[config.mk]
export PLATFORM = sky130hd
export DESIGN_NAME = rlbv_regs
export DESIGN_NICKNAME = d
export VERILOG_FILES = /design/src/design/rlbv_regs.v
export VERILOG_INCLUDE_DIRS = /design/src /design/src/design
export SDC_FILE = /design/constraint.sdc
export NUM_CORES = 1
export LEC_CHECK = 0
export ABC_AREA = 1
export BUFFER_PORTS_ARGS = -buffer_cell sky130_fd_sc_hd__buf_2
export CELL_PAD_IN_SITES_DETAIL_PLACEMENT = 1
export CELL_PAD_IN_SITES_GLOBAL_PLACEMENT = 1
export CORE_ASPECT_RATIO = 0.8
export CORE_MARGIN = 10
export CORE_UTILIZATION = 41
export DETAILED_ROUTE_END_ITERATION = 16
export PLACE_DENSITY_LB_ADDON = 0.1
export SYNTH_ARGS = -nofsm -noshare
export SYNTH_HDL_FRONTEND = slang
export SYNTH_SLANG_ARGS = --single-unit
export TNS_END_PERCENT = 50
[constraint.sdc]
create_clock -name clk -period 4.4 [get_ports clk]
set_input_delay 0.44 -clock clk [delete_from_list [all_inputs] [get_ports clk]]
set_output_delay 0.44 -clock clk [all_outputs]
set_load 0.01 [all_outputs]
[src/design/rlbv_defs.vh]
// register offsets, field positions, reset values and decode constants for the config slice
`ifndef RLBV_DEFS_VH
`define RLBV_DEFS_VH

`define RLBV_ADDR_CTRL        8'h11
`define RLBV_ADDR_LIMIT_B     8'h12
`define RLBV_ADDR_LIMIT_C     8'h13
`define RLBV_ADDR_STEP_DROOP  8'h14

`define RLBV_RST_CTRL         8'h22
`define RLBV_RST_LIMIT_B      8'h51
`define RLBV_RST_LIMIT_C      8'h28
`define RLBV_RST_STEP_DROOP   8'h00

`define RLBV_BIT_A_DOUBLE     7
`define RLBV_BIT_B_DOUBLE     6
`define RLBV_BIT_RSVD_ONE     5
`define RLBV_BIT_A_BOOT_EN    4
`define RLBV_BIT_B_BOOT_EN    3
`define RLBV_BIT_C_BOOT_EN    2
`define RLBV_BIT_SLEW_HI      1
`define RLBV_BIT_SLEW_LO      0

`define RLBV_BIT_A_STEP       7
`define RLBV_BIT_B_STEP       6
`define RLBV_BIT_C_STEP       5
`define RLBV_BIT_A_DROOP      4
`define RLBV_BIT_B_DROOP      3
`define RLBV_BIT_C_DROOP      2

`define RLBV_SLEW_CODE0       8'h0a
`define RLBV_SLEW_CODE1       8'h18
`define RLBV_SLEW_CODE2       8'h24
`define RLBV_SLEW_CODE3       8'h30

`define RLBV_STEP_FINE_MV     4'h5
`define RLBV_STEP_COARSE_MV   4'ha

`endif

[src/design/rlbv_regs.v]
// rail limit, boot enable, slew and step/droop configuration registers
`timescale 1ns/1ns
`include "rlbv_defs.vh"

module rlbv_regs #(
	parameter ADDR_W  = 8,
	parameter DATA_W  = 8
) (
	// clock and reset
	input  wire              clk,
	input  wire              rst,
	// register access from the serial management engine
	input  wire              wr_en,
	input  wire              rd_en,
	input  wire [ADDR_W-1:0] addr,
	input  wire [DATA_W-1:0] wr_data,
	output reg  [DATA_W-1:0] rd_data,
	output reg               rd_valid,
	// boot voltage values held outside this slice
	input  wire [7:0]        rail_a_boot_value,
	input  wire [7:0]        rail_b_boot_value,
	input  wire [7:0]        rail_c_boot_value,
	// settings to the regulation logic
	output reg  [8:0]        rail_b_limit_amps,
	output reg  [7:0]        rail_c_limit_amps,
	output reg               rail_a_limit_double,
	output reg  [7:0]        rail_a_boot_voltage,
	output reg  [7:0]        rail_b_boot_voltage,
	output reg  [7:0]        rail_c_boot_voltage,
	output reg  [7:0]        fast_slew_mv_per_us,
	output reg  [3:0]        rail_a_step_mv,
	output reg  [3:0]        rail_b_step_mv,
	output reg  [3:0]        rail_c_step_mv,
	output reg               rail_a_flat_droop_en,
	output reg               rail_b_flat_droop_en,
	output reg               rail_c_flat_droop_en
);

	reg [7:0] ctrl_reg;
	reg [7:0] limit_b_reg;
	reg [7:0] limit_c_reg;
	reg [7:0] step_droop_reg;
	reg [7:0] rd_next;

	function [7:0] slew_decode;
		input [1:0] code;
		begin
			case (code)
				2'b00: slew_decode = `RLBV_SLEW_CODE0;
				2'b01: slew_decode = `RLBV_SLEW_CODE1;
				2'b10: slew_decode = `RLBV_SLEW_CODE2;
				default: slew_decode = `RLBV_SLEW_CODE3;
			endcase
		end
	endfunction

	function [3:0] step_decode;
		input coarse;
		begin
			step_decode = coarse ? `RLBV_STEP_COARSE_MV : `RLBV_STEP_FINE_MV;
		end
	endfunction

	// write strobes per register; unmapped addresses strobe nothing, so such writes are dropped
	wire wr_ctrl       = wr_en && (addr == `RLBV_ADDR_CTRL);
	wire wr_limit_b    = wr_en && (addr == `RLBV_ADDR_LIMIT_B);
	wire wr_limit_c    = wr_en && (addr == `RLBV_ADDR_LIMIT_C);
	wire wr_step_droop = wr_en && (addr == `RLBV_ADDR_STEP_DROOP);

	// bit 5 is stored as written; a host breaking the reserved value gets what it wrote back
	always @(posedge clk or posedge rst) begin
		if (rst) begin
			ctrl_reg <= `RLBV_RST_CTRL;
		end else if (wr_ctrl) begin
			ctrl_reg <= wr_data;
		end
	end

	always @(posedge clk or posedge rst) begin
		if (rst) begin
			limit_b_reg <= `RLBV_RST_LIMIT_B;
		end else if (wr_limit_b) begin
			limit_b_reg <= wr_data;
		end
	end

	always @(posedge clk or posedge rst) begin
		if (rst) begin
			limit_c_reg <= `RLBV_RST_LIMIT_C;
		end else if (wr_limit_c) begin
			limit_c_reg <= wr_data;
		end
	end

	always @(posedge clk or posedge rst) begin
		if (rst) begin
			step_droop_reg <= `RLBV_RST_STEP_DROOP;
		end else if (wr_step_droop) begin
			step_droop_reg <= wr_data;
		end
	end

	// unmapped addresses read as zero
	always @* begin
		case (addr)
			`RLBV_ADDR_CTRL:       rd_next = ctrl_reg;
			`RLBV_ADDR_LIMIT_B:    rd_next = limit_b_reg;
			`RLBV_ADDR_LIMIT_C:    rd_next = limit_c_reg;
			`RLBV_ADDR_STEP_DROOP: rd_next = step_droop_reg;
			default:               rd_next = 8'h00;
		endcase
	end

	// rd_valid is a one-cycle answer; rd_data holds the last read until the next strobe
	always @(posedge clk or posedge rst) begin
		if (rst) begin
			rd_valid <= 1'b0;
		end else begin
			rd_valid <= rd_en;
		end
	end

	always @(posedge clk or posedge rst) begin
		if (rst) begin
			rd_data <= 8'h00;
		end else if (rd_en) begin
			rd_data <= rd_next;
		end
	end

	// next values of the decoded settings
	reg [8:0] rail_b_limit_next;
	reg [7:0] rail_c_limit_next;
	reg       rail_a_double_next;
	reg [7:0] rail_a_boot_next;
	reg [7:0] rail_b_boot_next;
	reg [7:0] rail_c_boot_next;
	reg [7:0] slew_next;
	reg [3:0] rail_a_step_next;
	reg [3:0] rail_b_step_next;
	reg [3:0] rail_c_step_next;
	reg       rail_a_droop_next;
	reg       rail_b_droop_next;
	reg       rail_c_droop_next;

	// boot values are level inputs, so a change there reaches the rail one cycle later
	always @* begin
		rail_b_limit_next  = ctrl_reg[`RLBV_BIT_B_DOUBLE] ?
			{limit_b_reg, 1'b0} : {1'b0, limit_b_reg};
		rail_c_limit_next  = limit_c_reg;
		rail_a_double_next = ctrl_reg[`RLBV_BIT_A_DOUBLE];
		rail_a_boot_next   = ctrl_reg[`RLBV_BIT_A_BOOT_EN] ? rail_a_boot_value : 8'h00;
		rail_b_boot_next   = ctrl_reg[`RLBV_BIT_B_BOOT_EN] ? rail_b_boot_value : 8'h00;
		rail_c_boot_next   = ctrl_reg[`RLBV_BIT_C_BOOT_EN] ? rail_c_boot_value : 8'h00;
		slew_next          = slew_decode(
			{ctrl_reg[`RLBV_BIT_SLEW_HI], ctrl_reg[`RLBV_BIT_SLEW_LO]});
		rail_a_step_next   = step_decode(step_droop_reg[`RLBV_BIT_A_STEP]);
		rail_b_step_next   = step_decode(step_droop_reg[`RLBV_BIT_B_STEP]);
		rail_c_step_next   = step_decode(step_droop_reg[`RLBV_BIT_C_STEP]);
		rail_a_droop_next  = step_droop_reg[`RLBV_BIT_A_DROOP];
		rail_b_droop_next  = step_droop_reg[`RLBV_BIT_B_DROOP];
		rail_c_droop_next  = step_droop_reg[`RLBV_BIT_C_DROOP];
	end

	// settings are registered so outputs come from flops; one cycle behind the store
	always @(posedge clk or posedge rst) begin
		if (rst) begin
			rail_b_limit_amps   <= 9'h000;
			rail_c_limit_amps   <= 8'h00;
			rail_a_limit_double <= 1'b0;
		end else begin
			rail_b_limit_amps   <= rail_b_limit_next;
			rail_c_limit_amps   <= rail_c_limit_next;
			rail_a_limit_double <= rail_a_double_next;
		end
	end

	always @(posedge clk or posedge rst) begin
		if (rst) begin
			rail_a_boot_voltage <= 8'h00;
			rail_b_boot_voltage <= 8'h00;
			rail_c_boot_voltage <= 8'h00;
		end else begin
			rail_a_boot_voltage <= rail_a_boot_next;
			rail_b_boot_voltage <= rail_b_boot_next;
			rail_c_boot_voltage <= rail_c_boot_next;
		end
	end

	always @(posedge clk or posedge rst) begin
		if (rst) begin
			fast_slew_mv_per_us  <= 8'h00;
			rail_a_step_mv       <= 4'h0;
			rail_b_step_mv       <= 4'h0;
			rail_c_step_mv       <= 4'h0;
			rail_a_flat_droop_en <= 1'b0;
			rail_b_flat_droop_en <= 1'b0;
			rail_c_flat_droop_en <= 1'b0;
		end else begin
			fast_slew_mv_per_us  <= slew_next;
			rail_a_step_mv       <= rail_a_step_next;
			rail_b_step_mv       <= rail_b_step_next;
			rail_c_step_mv       <= rail_c_step_next;
			rail_a_flat_droop_en <= rail_a_droop_next;
			rail_b_flat_droop_en <= rail_b_droop_next;
			rail_c_flat_droop_en <= rail_c_droop_next;
		end
	end

endmodule

==> key figures <==
Routing
  – Final ANT Viol Nets: 0
  – Vias/cell: about 4.7
  – Residual DRC: 0
  – Iter 0 DRT Violations: 190
  – Drt total wl: ~9900 µm
  – Avg WL per Cell: roughly 17 µm
  – First-pass detailed-route iteration total: 4
  – Routed via count: 2840

STA
  – Final TNS setup: 0 ps
  – Finish-stage setup viols: 0
  – Max Fclk: about 630 MHz
  – Period minus WS final: 1580 ps
  – Tcrit/Tclk final: 0.359
  – Final count of hold timing violations: 0
  – RSZ-0062 raised after global routing: false
  – Slew Limit Fails: 0
  – Worst-Margin Slew: about 660 ps
  – Worst Skew: around 4.6 ps
  – Slew headroom: 0.561

Die
  – Initial core utilization: 0.424
  – Boundary Pins: between 100 and 150
  – Total Die Area: around 14000 µm²
  – Die width: approximately 130 µm
  – Core Area: around 9200 µm²
  – Die height: between 100 and 150 µm
  – # rows: 31

Layout
  – Most common cell after layout, fill and taps aside: buf_2
  – Nets@finish: approximately 520
  – # fillers: 1068
  – Area growth from synthesis to layout: 22.1%
  – Max reg flops: 9
  – Most frequent cells in the layout: buf_2 (114), nand2_1 (97), dfrtp_1 (90)
  – # diodes: 0
  – Layout cells sized above 1: 0.355
  – Register name with the most flops: rail_b_limit_amps
  – Final std cells w/o fill: roughly 600

Synthesis
  – Synthesized cell area: 3880 µm²
  – YS warnings: 0
  – Complex-gate fraction of the synthesized area: 0.0809
  – Largest family of logic cells by synthesized area: simple AND/OR/NAND/NOR gates
  – Syn Inst Count: between 300 and 400
  – Cell variety after synth: 22
  – Simple-Gate Fraction of Synth Area: 0.192
  – Sequential fraction of the synthesis area: 0.628
  – Syn_area_per_cell: a little over 10 µm²
  – Mux cell area share after synthesis: 0
  – Post-Synth XOR/XNOR Area: 0
  – Adder-cell share of the synthesized area: 0
  – FF+latch count, synth: 97

Placed design
  – I/O Buffers: between 100 and 150
  – Placed cell count: 583
  – Final GP Congestion: 0.779
  – Dpl hpwl: about 7400 µm

Hold path
  – Hold crit path type: in2async

Run status
  – Outcome: finished clean

Worst setup path
  – Crit path max fanout: 36
  – Reg2reg start: ctrl_reg[6]$_DFFE_PP0P_
  – Critical Path Source: addr[6]
  – Crit Path Class: in2reg
  – Worst path arrival time: approximately 1800 ps
  – Worst path required time: between 4000 and 5000 ps
  – FF-to-FF path depth: 4
  – CP endpoint kind: register
  – Worst setup path end: limit_b_reg[0]$_DFFE_PP1P_
  – Reg2reg end: rd_data[6]$_DFFE_PP0P_
  – R2r setup slk: approximately 3200 ps
  – Startpoint types: input port

Clock tree
  – Clock sinks: 97
  – CTS tree: built
  – Worst-skew pair later-pin latency: about 340 ps
  – Clock buffer depth: 2
  – Post-CTS setup buffer count: 0
  – Inserted Clock Buffers: 9
  – Post-CTS resize count: 0
  – CTS clk-pin slew, worst paths: about 60 ps
  – CTS root buf: clkbuf_16
  – H-Tree Depth: 3
  – CTS hold repair buffers: 0

Global routing
  – Initial antenna violation count: 0
  – First-pass GRT wire length: around 16000 µm
  – GRT overflow: 0
  – GRT Overall Usage: 0.151
  – Number of global-route vias before repair: about 3200
  – Largest net degree at the start of global routing: 55

Power and ir drop
  – Maximum vdd drop: roughly 0.24 mV
  – Power Dens Cells: roughly 410 nW/µm²
  – Leak: approximately 2.8 nW

Run
  – Max capacitance violation total: 0
==> metrics by stage <==
stage | area, µm² | total power, mW | utilization | setup WS [ps] | hold WS [ps]
floorplan | 3890 | 1.10 | - | 1440 | 374
global placement | 4440 | 1.19 | 0.485 | 2580 | 391
detailed placement | 4440 | 1.19 | 0.485 | 2460 | 392
CTS | 4740 | 1.99 | 0.518 | 2830 | 222
global route | 4740 | 2.05 | 0.518 | 2670 | 252
finish | 4740 | 1.95 | 0.518 | 2820 | 196
==> power by group <==
| group | leakage (nW) | switching [mW] | internal [mW] |
|---|---|---|---|
| Combinational | 1.41 | 0.114 | 0.0682 |
| Clock | 0.150 | 0.307 | 0.470 |
| Sequential | 1.22 | 0.0371 | 0.954 |
==> synthesized netlist by cell type, drive strengths merged <==
cell type,instances,area (µm²)
dfstp,7,184
o21ai,35,224
buf,16,148
conb,1,3.75
o21a,12,90.1
nand3,33,178
inv,55,206
nor2,11,128
nand2,107,442
dfrtp,90,2250
clkbuf,7,26.3
==> worst min-delay path by stage <==
stage	endpoint	cells past startpoint	from
6_report	fast_slew_mv_per_us[3]$_DFF_PP0_	2	rst
5_1_grt	rail_a_boot_voltage[2]$_DFF_PP0_	2	rst
4_1_cts	rail_a_boot_voltage[3]$_DFF_PP0_	2	rst
3_5_place_dp	rail_c_limit_amps[4]$_DFF_PP0_	0	limit_c_reg[4]$_DFFE_PP0P_
3_3_place_gp	rail_a_limit_double$_DFF_PP0_	0	ctrl_reg[7]$_DFFE_PP0P_
2_1_floorplan	rail_a_step_mv[1]$_DFF_PP0_	0	step_droop_reg[7]$_DFFE_PP0P_
==> per-layer routing <==
layer | global-route usage | part of all wire
met5 | 0 | 0
met4 | 0.0381 | 0.011
met3 | 0.0591 | 0.072
met2 | 0.261 | 0.51
met1 | 0.173 | 0.41
==> worst max-delay path, stage by stage <==
cell,delay (ps)
buf_2,100
inv_1,50
nand2_1,120
nor2_8,440
nand2_2,120
nor2_4,340
nand2_1,110
o21ai_0,100
==> final cells by class <==
| cell class | instances | area [µm²] | share of cell area |
|---|---|---|---|
| clock inverters | 3 | 40.0 | 0.00845 |
| flip-flops and latches | 97 | 2440 | 0.514 |
| inverters | 55 | 209 | 0.0441 |
| repair buffers | 115 | 578 | 0.122 |
| well taps | 115 | 144 | 0.0304 |
| clock buffers | 13 | 260 | 0.0549 |
| multi-input cells | 201 | 1070 | 0.226 |
==> cells by family after synthesis <==
kind of cell / after synthesis
buffers and inverters: 78
AO/OA/AOI/OAI: 47
AND/OR/NAND/NOR: 151
other: 1
flip-flops: 97
Note: power is estimated with default switching activity, not from simulation.
